--- config.mk ---
export PLATFORM = sky130hd
export DESIGN_NAME = cmo_obj_ctrl
export DESIGN_NICKNAME = d
export VERILOG_FILES = /design/src/verilog/cmo_data_mem.v /design/src/verilog/cmo_flag_reg.v /design/src/verilog/cmo_obj_ctrl.v
export VERILOG_INCLUDE_DIRS = /design/src /design/src/verilog
export SDC_FILE = /design/constraint.sdc
export NUM_CORES = 1
export LEC_CHECK = 0
export ABC_AREA = 1
export BUFFER_PORTS_ARGS = -buffer_cell sky130_fd_sc_hd__buf_2
export CAP_MARGIN = 20
export CORE_ASPECT_RATIO = 1.75
export CORE_MARGIN = 2
export CORE_UTILIZATION = 29
export CTS_CLUSTER_DIAMETER = 30
export DETAILED_ROUTE_END_ITERATION = 7
export GPL_ROUTABILITY_DRIVEN = 0
export PLACE_DENSITY_LB_ADDON = 0.1
export SYNTH_ARGS = -nofsm -noshare
export SYNTH_HDL_FRONTEND = slang
export SYNTH_SLANG_ARGS = --single-unit
--- constraint.sdc ---
create_clock -name sys_clk -period 6.5 [get_ports sys_clk]
set_clock_uncertainty 0.1 [all_clocks]
set_input_delay 0.65 -clock sys_clk [delete_from_list [all_inputs] [get_ports sys_clk]]
set_output_delay 0.65 -clock sys_clk [all_outputs]
set_load 0.01 [all_outputs]
--- src/verilog/cmo_regs.vh ---
// Purpose: register offsets, field positions and reset values of the message object control block
// Assumes: word-indexed registers on a plain strobe port
// Notes:   definitions only
`ifndef CMO_REGS_VH
`define CMO_REGS_VH

// register offsets
`define CMO_OFF_CTRL_SET   4'h0
`define CMO_OFF_CTRL_CLR   4'h1
`define CMO_OFF_CTRL       4'h2
`define CMO_OFF_FUNC       4'h3
`define CMO_OFF_ID         4'h4
`define CMO_OFF_DLC        4'h5
`define CMO_OFF_DATA_LO    4'h6
`define CMO_OFF_DATA_HI    4'h7
`define CMO_OFF_STATUS     4'h8

// control register bit positions
`define CMO_B_RX_UPDATING  0
`define CMO_B_NEW_DATA     1
`define CMO_B_MSG_LOST     2
`define CMO_B_OBJ_VALID    3
`define CMO_B_RX_TX_SEL    4
`define CMO_B_RX_ENABLE    5
`define CMO_B_TX_REQUEST   6
`define CMO_B_TX_ENABLE_A  7
`define CMO_B_TX_ENABLE_B  8
`define CMO_B_DIR          9
`define CMO_CTRL_W         10

// function register fields
`define CMO_MODE_LSB       0
`define CMO_MODE_MSB       3
`define CMO_B_SDT          4
`define CMO_B_STT          5
`define CMO_MODE_STANDARD  4'h0

// reset value of the control bits: transmit enables set
`define CMO_CTRL_RST       10'h180
`define CMO_FUNC_RST       6'h00

`endif

--- src/verilog/cmo_data_mem.v ---
// Purpose: two-word data field store with registered read port
// Assumes: single clock, one write port
// Notes:   holds the eight data bytes as two 32-bit words
`timescale 1ns/1ns
module cmo_data_mem #(
  parameter DW = 32,
  parameter AW = 1
) (
  // clock
  input  wire          sys_clk,
  // write port
  input  wire          wr_en,
  input  wire [AW-1:0] wr_addr,
  input  wire [DW-1:0] wr_data,
  // read port
  input  wire [AW-1:0] rd_addr,
  output reg  [DW-1:0] rd_data
);
  reg [DW-1:0] mem [0:(1<<AW)-1];

  // no reset: contents are undefined until software or a reception writes them
  always @(posedge sys_clk) begin
    if (wr_en) begin
      mem[wr_addr] <= wr_data;
    end
    rd_data <= mem[rd_addr];
  end
endmodule // cmo_data_mem

--- src/verilog/cmo_flag_reg.v ---
// Purpose: one control bit with software set/clear and hardware set/clear
// Assumes: pulses are one cycle wide
// Notes:   hardware set beats everything, software set beats hardware clear
`timescale 1ns/1ns
module cmo_flag_reg #(
  parameter RST = 1'b0
) (
  // clock and reset
  input  wire sys_clk,
  input  wire rst_n,
  // update requests
  input  wire sw_set,
  input  wire sw_clr,
  input  wire hw_set,
  input  wire hw_clr,
  // state
  output reg  flag_q
);
  reg flag_d;

  // fixed priority so no update is silently lost
  always @* begin
    flag_d = flag_q;
    if (hw_clr) flag_d = 1'b0;
    if (sw_clr) flag_d = 1'b0;
    if (sw_set) flag_d = 1'b1;
    if (hw_set) flag_d = 1'b1;
  end

  always @(posedge sys_clk or negedge rst_n) begin
    if (!rst_n) begin
      flag_q <= RST;
    end else begin
      flag_q <= flag_d;
    end
  end
endmodule // cmo_flag_reg

--- src/verilog/cmo_obj_ctrl.v ---
// Purpose: control logic of one CAN message object: transmit gating, copy to node buffer, flag handling
// Assumes: node engine gives one-cycle pulses; software uses the set/clear control registers
// Notes:   standard mode only; FIFO and gateway modes are outside this block
//
// Design decisions made here: the address map and strobed register access.
`timescale 1ns/1ns
`include "cmo_regs.vh"

// Functional notes
// - transmit only when valid, request and both enables are all one
// - copy id, extended flag, direction as remote, length and data to node buffer
// - after selection remote and data frames follow the same path
// - clear request after success unless new data was set after copy
// - single transmit trial clears request when content is copied
// - matching received remote frame sets transmit request
// - remote requests accepted while enable a is low; sending waits
// - enable b is a second independent enable outside FIFOs
// - set selected bit when filtering picks object for transmission
// - copy proceeds to send only if selected bit is one
// - postprocessing after success only if selected bit still one
// - clear new data once content is in transmit buffer
// - updating, new data and lost flags same for data and remote
// - mode 0000 is standard; single transfer and single trial independent
// - further frame overwrites old content and raises lost flag
// - single transfer clears valid after storing received data frame only
// - single transfer clears valid after sending data frame only
// - clearing valid abandons ongoing hardware writes at once; a copy in LOAD and the high-word store still finish
// - storing sets new data; already set also sets lost flag
module cmo_obj_ctrl (
  // clock and reset
  input  wire        sys_clk,
  input  wire        rst_n,
  // register port
  input  wire [3:0]  reg_addr,
  input  wire [31:0] reg_wdata,
  input  wire        reg_wr,
  input  wire        reg_rd,
  output reg  [31:0] reg_rdata,
  // transmit side of the node
  input  wire        tx_filter_win,
  input  wire        tx_buf_ready,
  output reg         tx_buf_load,
  output reg  [28:0] tx_buf_id,
  output reg         tx_buf_ide,
  output reg         tx_buf_rtr,
  output reg  [3:0]  tx_buf_dlc,
  output reg  [63:0] tx_buf_data,
  input  wire        tx_done_ok,
  // receive side of the node
  input  wire        rx_filter_win,
  input  wire        rx_frame_ok,
  input  wire        rx_frame_rtr,
  input  wire [3:0]  rx_frame_dlc,
  input  wire [63:0] rx_frame_data,
  // status towards the node
  output reg         tx_pending,
  output reg         tx_event,
  output reg         rx_event
);
  // copy sequence states
  localparam ST_IDLE = 2'd0;
  localparam ST_RDLO = 2'd1;
  localparam ST_RDHI = 2'd2;
  localparam ST_LOAD = 2'd3;
  // the copy takes three cycles from start to load: one per data word read,
  // then one to register the frame towards the node; the node sees a stable
  // buffer for as long as tx_pending stands

  // reset word of the control bits, sliced per flag below
  localparam [`CMO_CTRL_W-1:0] CTRL_RST_V = `CMO_CTRL_RST;

  // control bits
  wire [`CMO_CTRL_W-1:0] ctrl;
  reg  [`CMO_CTRL_W-1:0] hw_set;
  reg  [`CMO_CTRL_W-1:0] hw_clr;
  wire                   wr_set  = reg_wr && (reg_addr == `CMO_OFF_CTRL_SET);
  wire                   wr_clr  = reg_wr && (reg_addr == `CMO_OFF_CTRL_CLR);

  // object fields
  reg  [5:0]  func_q;
  reg  [28:0] id_q;
  reg         ide_q;
  reg  [3:0]  dlc_q;
  reg  [1:0]  state_q;
  reg  [1:0]  state_d;
  reg  [31:0] lo_q;
  reg         rx_busy_q;
  reg         rd_pend_q;
  reg  [3:0]  rd_addr_q;

  // data memory ports
  reg         mem_we;
  reg         mem_wa;
  reg  [31:0] mem_wd;
  reg         mem_ra;
  wire [31:0] mem_rd;

  wire valid   = ctrl[`CMO_B_OBJ_VALID];
  wire sel     = ctrl[`CMO_B_RX_TX_SEL];
  wire standard = (func_q[`CMO_MODE_MSB:`CMO_MODE_LSB] == `CMO_MODE_STANDARD);
  wire single_data_transfer     = func_q[`CMO_B_SDT] && standard;
  wire single_tx_trial     = func_q[`CMO_B_STT] && standard;
  // gating of transmission by the four bits
  wire tx_ok   = valid && ctrl[`CMO_B_TX_REQUEST] &&
                 ctrl[`CMO_B_TX_ENABLE_A] && ctrl[`CMO_B_TX_ENABLE_B];
  wire is_rtr  = ctrl[`CMO_B_DIR];

  // abandon is taken straight from the write strobe, not from the flag, so a
  // copy in RDLO or RDHI, or a storage in its first cycle, stops in the very cycle
  // of the write; a copy in LOAD and the high-word store still finish; nothing new starts once the object is invalid
  // software clearing valid abandons copies and storage in flight
  wire abandon = wr_clr && reg_wdata[`CMO_B_OBJ_VALID];

  genvar gi;
  generate
    for (gi = 0; gi < `CMO_CTRL_W; gi = gi + 1) begin : g_bit
      cmo_flag_reg #(
        .RST (CTRL_RST_V[gi])
      ) u_bit (
        .sys_clk (sys_clk),
        .rst_n   (rst_n),
        .sw_set  (wr_set && reg_wdata[gi]),
        .sw_clr  (wr_clr && reg_wdata[gi]),
        .hw_set  (hw_set[gi]),
        .hw_clr  (hw_clr[gi]),
        .flag_q  (ctrl[gi])
      );
    end
  endgenerate

  cmo_data_mem #(
    .DW (32),
    .AW (1)
  ) u_mem (
    .sys_clk (sys_clk),
    .wr_en   (mem_we),
    .wr_addr (mem_wa),
    .wr_data (mem_wd),
    .rd_addr (mem_ra),
    .rd_data (mem_rd)
  );

  // the start condition also needs a free node buffer and no frame in flight,
  // so a second copy can never overwrite a frame the node has not sent yet
  // limitation: a copy started just before a software write to the data words
  // may send the old words; software is expected to drop enable a first
  // while it rewrites them
  // copy sequence: read both data words, then hand the frame to the node
  always @* begin
    state_d = state_q;
    case (state_q)
      ST_IDLE: begin
        if (tx_ok && sel && tx_buf_ready && !tx_pending && !abandon) begin
          state_d = ST_RDLO;
        end
      end
      ST_RDLO: state_d = abandon ? ST_IDLE : ST_RDHI;
      ST_RDHI: state_d = abandon ? ST_IDLE : ST_LOAD;
      ST_LOAD: state_d = ST_IDLE;
      default: state_d = ST_IDLE;
    endcase
  end

  // hardware flag updates
  // each request is a one-cycle pulse into the flag cells; the cells resolve a
  // clash with a software write, and a hardware set always wins so that an
  // event that lands beside a clear from software is never lost
  // a frame that ends after hardware dropped the valid bit is not stored, and
  // the updating flag is still released; a software drop in the frame's first cycle leaves the flag set
  always @* begin
    hw_set = {`CMO_CTRL_W{1'b0}};
    hw_clr = {`CMO_CTRL_W{1'b0}};
    // selection by transmit or receive filtering
    if ((tx_filter_win || rx_filter_win) && valid) begin
      hw_set[`CMO_B_RX_TX_SEL] = 1'b1;
    end
    // copy: new data cleared, single trial drops the request
    if (state_q == ST_LOAD && sel && valid && tx_ok) begin
      hw_clr[`CMO_B_NEW_DATA] = 1'b1;
      if (single_tx_trial) begin
        hw_clr[`CMO_B_TX_REQUEST] = 1'b1;
      end
    end
    // postprocessing only while still selected; remote and data share it
    if (tx_done_ok && tx_pending && sel && valid) begin
      if (!ctrl[`CMO_B_NEW_DATA]) begin
        hw_clr[`CMO_B_TX_REQUEST] = 1'b1;
      end
      hw_clr[`CMO_B_RX_TX_SEL] = 1'b1;
      if (single_data_transfer && !is_rtr) begin
        hw_clr[`CMO_B_OBJ_VALID] = 1'b1;
      end
    end
    // reception start marks updating
    if (rx_frame_ok && sel && valid) begin
      hw_set[`CMO_B_RX_UPDATING] = 1'b1;
    end
    // reception finish: flags set alike for data and remote frames
    if (rx_busy_q && valid) begin
      hw_clr[`CMO_B_RX_UPDATING] = 1'b1;
      hw_set[`CMO_B_NEW_DATA] = 1'b1;
      if (ctrl[`CMO_B_NEW_DATA]) begin
        hw_set[`CMO_B_MSG_LOST] = 1'b1;
      end
      hw_clr[`CMO_B_RX_TX_SEL] = 1'b1;
      if (rx_frame_rtr) begin
        hw_set[`CMO_B_TX_REQUEST] = 1'b1;
      end else if (single_data_transfer) begin
        hw_clr[`CMO_B_OBJ_VALID] = 1'b1;
      end
    end
    if (rx_busy_q && !valid) begin
      hw_clr[`CMO_B_RX_UPDATING] = 1'b1;
    end
  end

  // data memory: software writes, reception overwrites, copy reads
  always @* begin
    mem_we = 1'b0;
    mem_wa = 1'b0;
    mem_wd = reg_wdata;
    // address the low word while in RDLO so it stands during RDHI, where it is
    // captured; the high word is addressed in RDHI and stands during LOAD
    mem_ra = (state_q == ST_RDHI);
    if (reg_wr && (reg_addr == `CMO_OFF_DATA_LO || reg_addr == `CMO_OFF_DATA_HI)) begin
      mem_we = 1'b1;
      mem_wa = (reg_addr == `CMO_OFF_DATA_HI);
    end else if (rx_frame_ok && sel && valid && !abandon && !rx_frame_rtr) begin
      mem_we = 1'b1;
      mem_wd = rx_frame_data[31:0];
    end else if (rx_busy_q && valid && !rx_frame_rtr) begin
      mem_we = 1'b1;
      mem_wa = 1'b1;
      mem_wd = rx_frame_data[63:32];
    end
    if (reg_rd && (reg_addr == `CMO_OFF_DATA_LO || reg_addr == `CMO_OFF_DATA_HI) && state_q == ST_IDLE) begin
      mem_ra = (reg_addr == `CMO_OFF_DATA_HI);
    end
  end

  // software fields are written through their own offsets, dlc_q also on reception; the control
  // bits live in the flag cells above and are reached via the set and clear
  // offsets, which removes any read-modify-write race with the hardware
  // sequencer, node buffer and software fields
  always @(posedge sys_clk or negedge rst_n) begin
    if (!rst_n) begin
      state_q     <= ST_IDLE;
      func_q      <= `CMO_FUNC_RST;
      id_q        <= 29'h0000000;
      ide_q       <= 1'b0;
      dlc_q       <= 4'h0;
      lo_q        <= 32'h00000000;
      rx_busy_q   <= 1'b0;
      tx_buf_load <= 1'b0;
      tx_buf_id   <= 29'h0000000;
      tx_buf_ide  <= 1'b0;
      tx_buf_rtr  <= 1'b0;
      tx_buf_dlc  <= 4'h0;
      tx_buf_data <= 64'h0000000000000000;
      tx_pending  <= 1'b0;
      tx_event    <= 1'b0;
      rx_event    <= 1'b0;
    end else begin
      state_q     <= state_d;
      tx_buf_load <= 1'b0;
      tx_event    <= 1'b0;
      rx_event    <= 1'b0;
      rx_busy_q   <= rx_frame_ok && sel && valid && !abandon;
      if (state_q == ST_RDHI) begin
        lo_q <= mem_rd;
      end
      // the buffer outputs are registered and hold between loads, so the node
      // may sample them at any time while tx_pending stands
      // load the node buffer; remote frames carry no data field
      if (state_q == ST_LOAD && sel && valid && tx_ok) begin
        tx_buf_load <= 1'b1;
        tx_buf_id   <= id_q;
        tx_buf_ide  <= ide_q;
        tx_buf_rtr  <= is_rtr;
        tx_buf_dlc  <= dlc_q;
        tx_buf_data <= is_rtr ? 64'h0000000000000000 : {mem_rd, lo_q};
        tx_pending  <= 1'b1;
      end
      if (tx_done_ok && tx_pending) begin
        tx_pending <= 1'b0;
        tx_event   <= sel && valid;
      end else if (abandon) begin
        tx_pending <= 1'b0;
      end
      // length code is stored for remote frames too; only the data field is skipped
      if (rx_busy_q && valid) begin
        rx_event <= 1'b1;
        dlc_q    <= rx_frame_dlc;
      end
      // software fields
      if (reg_wr && reg_addr == `CMO_OFF_FUNC) begin
        func_q <= reg_wdata[5:0];
      end
      if (reg_wr && reg_addr == `CMO_OFF_ID) begin
        id_q  <= reg_wdata[28:0];
        ide_q <= reg_wdata[29];
      end
      if (reg_wr && reg_addr == `CMO_OFF_DLC) begin
        dlc_q <= reg_wdata[3:0];
      end
    end
  end

  // the data words are write-only from the register port: reading them back
  // would need a second read port on the store, or a stall of the copy
  // sequence, and software has no need for the data it wrote itself
  // read data stand the cycle after the strobe
  always @(posedge sys_clk or negedge rst_n) begin
    if (!rst_n) begin
      rd_pend_q <= 1'b0;
      rd_addr_q <= 4'h0;
      reg_rdata <= 32'h00000000;
    end else begin
      rd_pend_q <= reg_rd;
      rd_addr_q <= reg_addr;
      reg_rdata <= 32'h00000000;
      if (reg_rd) begin
        case (reg_addr)
          `CMO_OFF_CTRL_SET,
          `CMO_OFF_CTRL_CLR,
          `CMO_OFF_CTRL:    reg_rdata <= {22'h000000, ctrl};
          `CMO_OFF_FUNC:    reg_rdata <= {26'h0000000, func_q};
          `CMO_OFF_ID:      reg_rdata <= {2'h0, ide_q, id_q};
          `CMO_OFF_DLC:     reg_rdata <= {28'h0000000, dlc_q};
          `CMO_OFF_STATUS:  reg_rdata <= {29'h00000000, tx_pending, state_q};
          default:          reg_rdata <= 32'h00000000;
        endcase
      end
    end
  end
endmodule // cmo_obj_ctrl

==> results.yml, run 1 <==
outcome:
  status: "finished with violations"
  violations: "hold timing"
synthesis:
  ys.flop_type: "dfrtp_1"
  synthTopCellsByArea: "dfrtp_1 43%, edfxtp_1 15%, nand2_1 12%"
  synth.most_common_cell: "nand2_1"
  synth_top_family_by_area: "simple AND/OR/NAND/NOR gates"
  avgSynthCellArea_um2: 9.31
  yosysTopAreaCell: "dfrtp_1"
  synthCells: 1362
  synthAdderAreaFrac_pct: 0
  netlist_area_um2: 12700
  async_reset_ff_share_pct: 69.4
  synth_compound_area_share_pct: 8.61
  synth_common_cells: "396 x nand2_1, 216 x dfrtp_1, 189 x inv_1"
  synth_xor_area_share_pct: 0
  synthDistinctLibCells: 37
  synth_seq_cells: 314
  yosysWarnings: 0
  synth_top_cell_area_share_pct: 42.6
  seq_area_frac_synth_pct: 63.2
  synthSimpleGateAreaFrac_pct: 19.2
  synth_enable_flop_cells: 64
  synth.area.mux_share_pct: 0.0789
timing:
  tns_ns: 0
  drv_slew: 0
  setup_slack_ns: 3.53
  layout_min_cycle_time_ns: 2.97
  setup_viol: 0
  fin_crit_sh_pct: 45.7
  max_freq_ghz: 0.337
  hold_violations: 1
  worst-slew-pin-transition_ns: 0.925
  relSlewSlack_pct: 38.2
  rsz0062_at_grt: "no"
  hold_slack_ns: -0.00159
clock_network:
  clk_pin_slew_worst_paths_ns: 0.05
  clkSinkCount: 314
  ctsResizeCount: 0
  clock_latency_ns: 0.56
  htreeDepth: 2
  clockBufferDepth: 3
  cts_root_buffer: "clkbuf_16"
  cts_inserted_buffers: 56
  cts_setup_buffers: 0
  cts_tree: "done"
  cts.hold.buffers_added: 0
global_route:
  grt.overflow.total: 0
  antenna_found_initial: 8
  grt_pass1_wl_mm: 59.5
  grt_start_max_net_pins: 121
  first_global_vias: 9962
  track_usage_pct: 16.9
drt:
  num_vias: 9801
  drt_iter0_drc: 471
  drc: 0
  wl_per_cell_um: 17.4
  first_pass_iters: 4
  routed_wl_mm: 38.7
  viasPerCell: 4.41
  ant_nets: 0
place:
  pre_cts_ws_ns: 3.31
  io_buffers: 246
  hpwlAfterDp_mm: 27.1
  placed_cell_area_um2: 14500
die:
  rows: 101
  die_w_um: 162
  coreArea_um2: 43300
  dieArea_um2: 45500
  die_y_um: 281
  ios: 249
  initial_core_util_pct: 29.3
power:
  p_per_area_nw_per_um2: 401
  finalPower_mw: 6.60
  p_leak_nw: 8.54
  vdd_drop_max_uv: 196
critical_path:
  arrival_ns: 3.30
  worstSetupStartpointType: "register"
  crit_type: "reg2reg"
  worstPathRequired_ns: 6.83
  path_max_fanout: 73
  end_kind: "register"
flow_run:
  drv_cap: 0
layout:
  final_core_util_pct: 38.0
  layout-drive-gt1-share_pct: 23.2
  nets: 1725
  design_area_um2: 16500
  area_growth_pct: 29.9
  fillCellCount: 4495
worst_hold_path:
  timing.hold.worst.class: "in2async"
[final cells by class]
cell class / count / area, µm² / share of cell area (%)
Clock inverter: 30 / 345 / 2.10
Timing Repair Buffer: 261 / 1460 / 8.86
Sequential cell: 314 / 8020 / 48.7
Multi-Input combinational cell: 784 / 3580 / 21.8
Inverter: 194 / 731 / 4.44
Tap cell: 566 / 708 / 4.30
Antenna cell: 1 / 2.50 / 0.0152
Clock buffer: 74 / 1630 / 9.87
[worst max-delay path: stages (launching register included)]
cell and delay (ns):
dfstp_2 0.54, nand4_1 0.19, nor2_4 0.40, buf_4 0.45, inv_4 0.32, buf_4 0.48
nand2_1 0.16, o21ai_0 0.10
[worst paths after layout]
kind / from / endpoint / slack (ns) / cells after the start
worst max-delay path: g_bit[7].u_bit.flag_q$_DFFE_PN1P_ / tx_buf_data[1]$_DFFE_PN0P_ / 3.53 / 7
worst min-delay path: rst_n / tx_buf_id[5]$_DFFE_PN0P_ / -0.002 / 1
worst max register to register: g_bit[7].u_bit.flag_q$_DFFE_PN1P_ / tx_buf_data[1]$_DFFE_PN0P_ / 3.53 / 7
worst min register to register: u_mem.mem[1][8]$_DFFE_PP_ / u_mem.rd_data[8]$_DFF_P_ / 0.34 / 2
max in group asynchronous: rst_n / tx_buf_data[21]$_DFFE_PN0P_ / 5.09 / 2
min in group sys_clk: rx_frame_dlc[3] / dlc_q[3]$_DFFE_PN0P_ / 0.23 / 3
[per-stage QoR]
step,std cells,hold slack (ns)
floorplan,1363,0.254
global placement,2114,0.333
detailed placement,2119,0.339
CTS,2223,0.0278
global route,2224,0.0546
finish,2224,-0.00159
[logic make-up (layout without fill, tap and decap cells)]
kind of cell,after synthesis,count (layout)
AO/OA/AOI/OAI,205,205
flip-flops,314,314
buffers and inverters,265,559
AND/OR/NAND/NOR,576,576
multiplexers,1,1
other,1,3
[flip-flops by register name (all words and copies together), names as in the netlist, 2 cells and up]
| signal | count |
|---|---|
| tx_buf_data | 64 |
| u_mem.mem | 64 |
| lo_q | 32 |
| u_mem.rd_data | 32 |
| reg_rdata | 30 |
| id_q | 29 |
| tx_buf_id | 29 |
| g_bit.u_bit.flag_q | 10 |
| func_q | 6 |
| dlc_q | 4 |
| tx_buf_dlc | 4 |
| state_q | 2 |
[per-layer routing]
metal | track usage, % | vias up | part of all wire [%]
met5 | 0 | - | 0.22
met2 | 28.2 | 247 | 49
met4 | 6.99 | 12 | 3.4
li1 | - | 4844 | -
met1 | 21.0 | 4612 | 42
met3 | 4.07 | 86 | 5.3
[where the power goes]
| group | total (mW) | switching [mW] | internal (mW) |
|---|---|---|---|
| combinational | 1.01 | 0.684 | 0.322 |
| sequential | 2.59 | 0.173 | 2.42 |
| clock | 3.01 | 1.04 | 1.97 |
| total | 6.60 | 1.89 | 4.71 |
[layout by cell type, fill, tap and decap left out, drive strengths merged]
cell type,count
a22oi,1
diode,1
a21oi,29
dfxtp,32
o31ai,1
mux2i,1
clkbuf,74
clkinvlp,3
conb,2
bufinv,5
o21a,1
nand2,398
dfstp,2
dfrtp,216
inv,201
nand3,74
o22ai,7
nor3b,1
o21ai,153
clkinv,15
o211ai,7
a21boi,1
o221ai,5
nor3,1
buf,261
nor2,66
edfxtp,64
nand4,36
Power figures use the tool's default switching activity.
==> run 2, diff against run 1 <==
- ABC_AREA: 1 -> 0
- clock period: 6.5 -> 2.4 ns (I/O delays scaled with it)
==> results.yml, run 2 <==
outcome:
  status: "completed"
timing:
  hold_violations: 0
  drv_slew: 0
  worst-slew-pin-transition_ns: 0.776
  tns_ns: 0
  setup_slack_ns: 0.391
  layout_min_cycle_time_ns: 2.01
  setup_viol: 0
  max_freq_ghz: 0.498
  relSlewSlack_pct: 48.3
  fin_crit_sh_pct: 83.7
  hold_slack_ns: 0.0435
  rsz0062_at_grt: "no"
clock_network:
  ctsResizeCount: 0
  cts_setup_buffers: 0
  cts_inserted_buffers: 53
  clock_latency_ns: 0.56
  clkSinkCount: 314
  cts_tree: "done"
  htreeDepth: 2
  cts.hold.buffers_added: 102
  clk_pin_slew_worst_paths_ns: 0.06
  clockBufferDepth: 3
  cts_root_buffer: "clkbuf_16"
layout:
  layout-drive-gt1-share_pct: 37.9
  final_common_cell: "nand2_1"
  design_area_um2: 17500
  area_growth_pct: 40.9
  layout_common_cells: "252 x nand2_1, 245 x buf_2, 215 x dfrtp_1"
  fillCellCount: 4135
  largestRegisters: "tx_buf_data x64, u_mem.mem x64"
  nets: 1490
critical_path:
  end_kind: "register"
  reg2reg_slack_ns: 0.39
  worst-r2r-cell-count: 6
  path_max_fanout: 5
  arrival_ns: 2.34
  crit_type: "reg2reg"
  worstSetupStartpointType: "register"
  worstPathRequired_ns: 2.73
power:
  p_comb_share_pct: 16.2
  p_per_area_nw_per_um2: 1040
  vdd_drop_max_uv: 635
  finalPower_mw: 18.1
  clkPwrFrac_pct: 44.5
  p_sw_mw: 4.74
  seqPwrFrac_pct: 39.4
  intPower_mw: 13.4
  p_sw_share_pct: 26.2
  p_leak_nw: 8.46
place:
  io_buffers: 246
  pre_cts_ws_ns: 0.259
  placed_cell_area_um2: 14500
  hpwlAfterDp_mm: 26.0
drt:
  drt_iter0_drc: 380
  wl_per_cell_um: 18.8
  drc: 0
  num_vias: 9048
  viasPerCell: 4.56
  first_pass_iters: 5
  ant_nets: 0
  routed_wl_mm: 37.4
synthesis:
  synth.most_common_cell: "nand2_1"
  async_reset_ff_share_pct: 69.4
  synth_seq_cells: 314
  yosysTopAreaCell: "dfrtp_1"
  synth_top_cell_area_share_pct: 43.6
  avgSynthCellArea_um2: 12.5
  synth_common_cells: "252 x nand2_1, 216 x dfrtp_1, 104 x mux2_2"
  yosysWarnings: 0
  synthTopCellsByArea: "dfrtp_1 44%, edfxtp_1 16%, mux2_2 9.4%"
  ys.flop_type: "dfrtp_1"
  seq_area_frac_synth_pct: 64.7
  synthDistinctLibCells: 54
  netlist_area_um2: 12400
  synth_enable_flop_cells: 64
  synthCells: 991
die:
  dieArea_um2: 44500
  rows: 100
  initial_core_util_pct: 29.2
  die_w_um: 160
  coreArea_um2: 42400
  die_y_um: 277
  ios: 249
global_route:
  grt_pass1_wl_mm: 58.7
  grt_start_max_net_pins: 67
  antenna_found_initial: 4
  first_global_vias: 9744
  track_usage_pct: 17.0
  grt.overflow.total: 0
flow_run:
  drv_cap: 0
worst_hold_path:
  whs_path_depth: 3
  timing.hold.worst.class: "in2reg"
run 2: path summary, 6_finish.rpt:
check / from / endpoint
max in group asynchronous: rst_n / tx_buf_id[4]$_DFFE_PN0P_
min reg2reg: u_mem.rd_data[0]$_DFF_P_ / tx_buf_data[32]$_DFFE_PN0P_
max reg2reg: g_bit[3].u_bit.flag_q$_DFFE_PN0P_ / g_bit[4].u_bit.flag_q$_DFFE_PN0P_
min in group asynchronous: rst_n / tx_buf_id[15]$_DFFE_PN0P_
max: g_bit[3].u_bit.flag_q$_DFFE_PN0P_ / g_bit[4].u_bit.flag_q$_DFFE_PN0P_
min: rx_frame_data[19] / u_mem.mem[0][19]$_DFFE_PP_
run 2: layout make-up:
cell class | instances | area [µm²] | area share [%]
repair buffers | 392 | 2710 | 15.5
multi-input cells | 611 | 4070 | 23.3
well taps | 561 | 702 | 4.02
clock inverters | 39 | 458 | 2.62
clock buffers | 61 | 1470 | 8.44
flip-flops and latches | 314 | 8020 | 45.9
inverters | 4 | 16.3 | 0.0932
diodes | 4 | 10.0 | 0.0573
run 2: stage by stage:
step / std cells / utilization, %
2_1_floorplan: 992 / -
3_3_place_gp: 1779 / 34.1
3_5_place_dp: 1780 / 34.2
4_1_cts: 1982 / 41.1
5_1_grt: 1986 / 41.2
6_report: 1986 / 41.2
run 2: per-layer routing:
| layer | share of wire [%] | up-vias | GRT usage (%) |
|---|---|---|---|
| li1 | - | 4250 | - |
| met1 | 41 | 4437 | 20.8 |
| met2 | 50 | 275 | 29.0 |
| met3 | 5.0 | 86 | 3.32 |
| met4 | 3.8 | 0 | 7.62 |
| met5 | 0 | - | 0 |
run 2: worst max-delay path, cell delays in order (launching register included):
cell,delay (ns)
dfrtp_1,0.44
buf_4,0.17
nand4_1,0.20
nand3_1,0.16
a21oi_1,0.05
a211o_1,0.22
dlygate4sd3_1,0.56
run 2: cell families after synthesis:
| kind of cell | share of synthesized area (%) |
|---|---|
| simple gates | 16.7 |
| compound gates | 5.84 |
| other cells | 0.0303 |
| flops | 64.7 |
| buf+inv | 2.94 |
| mux | 9.77 |
run 2: power by group through the flow:
stage          Sequential [mW]  Clock, mW  Combinational (mW)
2_1_floorplan             7.11          0                1.78
3_3_place_gp              7.22          0                2.77
3_5_place_dp              7.24          0                2.80
4_1_cts                   7.15       8.28                3.00
5_1_grt                   7.28       8.52                3.24
6_report                  7.14       8.06                2.94
==> run 3, diff against run 2 <==
- ABC_AREA: 0 -> 1
- clock period: 2.4 -> 1.7 ns (I/O delays scaled with it)
==> results.yml, run 3 (synthesis gave the netlist of run 1 again) <==
clock_network:
  clock_latency_ns: 0.56
  htreeDepth: 2
  clkSinkCount: 314
  clockBufferDepth: 3
  cts_tree: "done"
  cts_root_buffer: "clkbuf_16"
  clk_pin_slew_worst_paths_ns: 0.05
  cts_inserted_buffers: 52
power:
  finalPower_mw: 25.5
  p_leak_nw: 9.26
  p_sw_share_pct: 28.6
  vdd_drop_max_uv: 781
  seqPwrFrac_pct: 38.8
  p_per_area_nw_per_um2: 1410
  p_comb_share_pct: 19.6
  clkPwrFrac_pct: 41.7
  intPower_mw: 18.2
  p_sw_mw: 7.29
drt:
  first_pass_iters: 5
  num_vias: 10500
  viasPerCell: 4.45
  routed_wl_mm: 41.3
  wl_per_cell_um: 17.5
  ant_nets: 0
  drc: 0
  drt_iter0_drc: 494
layout:
  layout-drive-gt1-share_pct: 26.5
  fillCellCount: 4324
  stdcell_count: 2359
  multi_input_area_um2: 3710
  nets: 1866
  final_common_cell: "nand2_1"
  design_area_um2: 18100
  n_antenna_cell: 0
  area_growth_pct: 42.7
  seq_area_um2: 8020
  layout_common_cells: "373 x nand2_1, 244 x buf_2, 216 x dfrtp_1"
  largestRegisters: "tx_buf_data x64, u_mem.mem x64"
critical_path:
  path_buf_inv: 6
  crit_cells: 8
  arrival_ns: 1.85
  worstSetupStartpointType: "input port"
  end_kind: "register"
  path_cells: "dlygate4sd3_1 -> buf_4 -> inv_2 -> nand4_2 -> buf_6 -> mux2i_4 -> buf_12 -> clkbuf_16"
  slowest_delay_ns: 0.54
  critPathSlowestCell: "dlygate4sd3_1"
  worstPathRequired_ns: 1.85
  crit_family: "buffers and inverters"
  crit_type: "in2reg"
  path_max_fanout: 16
  worst-r2r-cell-count: 6
global_route:
  first_global_vias: 10800
  grt_pass1_wl_mm: 61.8
  track_usage_pct: 17.5
  grt.overflow.total: 0
  antenna_found_initial: 4
  grt_start_max_net_pins: 65
timing:
  tns_ns: 0
  fin_crit_sh_pct: 99.6
  hold_violations: 0
  drv_slew: 0
  max_freq_ghz: 0.591
  setup_viol: 0
  rsz0062_at_grt: "yes"
  layout_min_cycle_time_ns: 1.69
die:
  die_y_um: 281
  ios: 249
  die_w_um: 162
  dieArea_um2: 45500
  rows: 101
  coreArea_um2: 43300
  initial_core_util_pct: 29.3
place:
  placed_cell_area_um2: 15100
  hpwlAfterDp_mm: 28.9
  io_buffers: 246
  placed_cells: 2172
outcome:
  status: "completed"
worst_hold_path:
  timing.hold.worst.class: "in2async"
flow_run:
  drv_cap: 0
[run 3: cell count changes in the layout (fill, tap and decap cells not counted), sizes merged, moves of 20 or more]
cell / previous run / this run
a221o: 35 / 0
nand2: 253 / 398
mux2: 104 / 0
nand3b: 66 / 0
and3: 34 / 0
nor2: 11 / 66
dlygate4sd3: 102 / 79
nand4: 1 / 36
and2: 22 / 0
buf: 290 / 317
o21ai: 9 / 153
nand3: 4 / 74
inv: 11 / 200
clkbuf: 61 / 81
[run 3: metrics by stage]
| stage | utilization, % | hold slack [ns] | setup WS (ns) |
|---|---|---|---|
| after global placement | 34.8 | 0.0149 | -0.000310 |
| after global routing | 41.8 | 0.0128 | -0.0332 |
| after CTS | 40.7 | 0.00276 | 0.0152 |
| after floorplan | - | -0.226 | -0.246 |
| final | 41.8 | 0.00470 | 0.00729 |
| after detailed placement | 34.8 | 0.00988 | -0.0173 |
[run 3: timing repair]
action / 4_1_cts / 5_1_grt
setup endpoints to repair: 0 / 163
hold endpoints to repair: 331 / 0
resized for setup: 0 / 55
hold buffers: 79 / 0
buffers inserted: 0 / 3
[run 3: layer usage]
metal  GRT usage, %  vias to the layer above  wire length, µm
li1               -                     5127                -
met1           20.1                     4967            15900
met2           31.2                      292            21800
met3           3.61                       98             2000
met4           7.40                        8             1580
met5              0                        -               50
[run 3: power groups by stage]
stage               clock, mW  combinational [mW]  sequential, mW
global placement            0                4.30            10.0
CTS                      10.9                4.53            9.88
detailed placement          0                4.36            10.0
global route             11.2                5.66            10.0
floorplan                   0                2.38            9.99
finish                   10.6                4.98            9.86
[run 3: path summary, 6_finish.rpt]
kind / start / end / slack (ns)
min: rst_n / reg_rdata[4]$_DFF_PN0_ / 0.005
min in group sys_clk: rx_frame_data[51] / u_mem.mem[0][19]$_DFFE_PP_ / 0.01
max: reg_addr[3] / u_mem.mem[0][12]$_DFFE_PP_ / 0.007
min reg2reg: u_mem.mem[1][7]$_DFFE_PP_ / u_mem.rd_data[7]$_DFF_P_ / 0.34
max in group asynchronous: rst_n / g_bit[8].u_bit.flag_q$_DFFE_PN1P_ / 0.81
max reg2reg: g_bit[3].u_bit.flag_q$_DFFE_PN0P_ / u_mem.mem[0][12]$_DFFE_PP_ / 0.03
[run 3: area by class of cell]
class                           instances  area share (%)
Multi-Input combinational cell        784            20.5
Tap cell                              566            3.91
Timing Repair Buffer                  406            17.3
Clock inverter                         24            1.65
Inverter                              194            4.16
Clock buffer                           71            8.21
Sequential cell                       314            44.3
[run 3: worst reg2reg max path: stages (launching register included)]
cell and delay, ns:
dfrtp_1 0.39, nand2_2 0.09, nor2_4 0.17, nand3_4 0.11
mux2i_4 0.17, buf_12 0.15, clkbuf_16 0.19
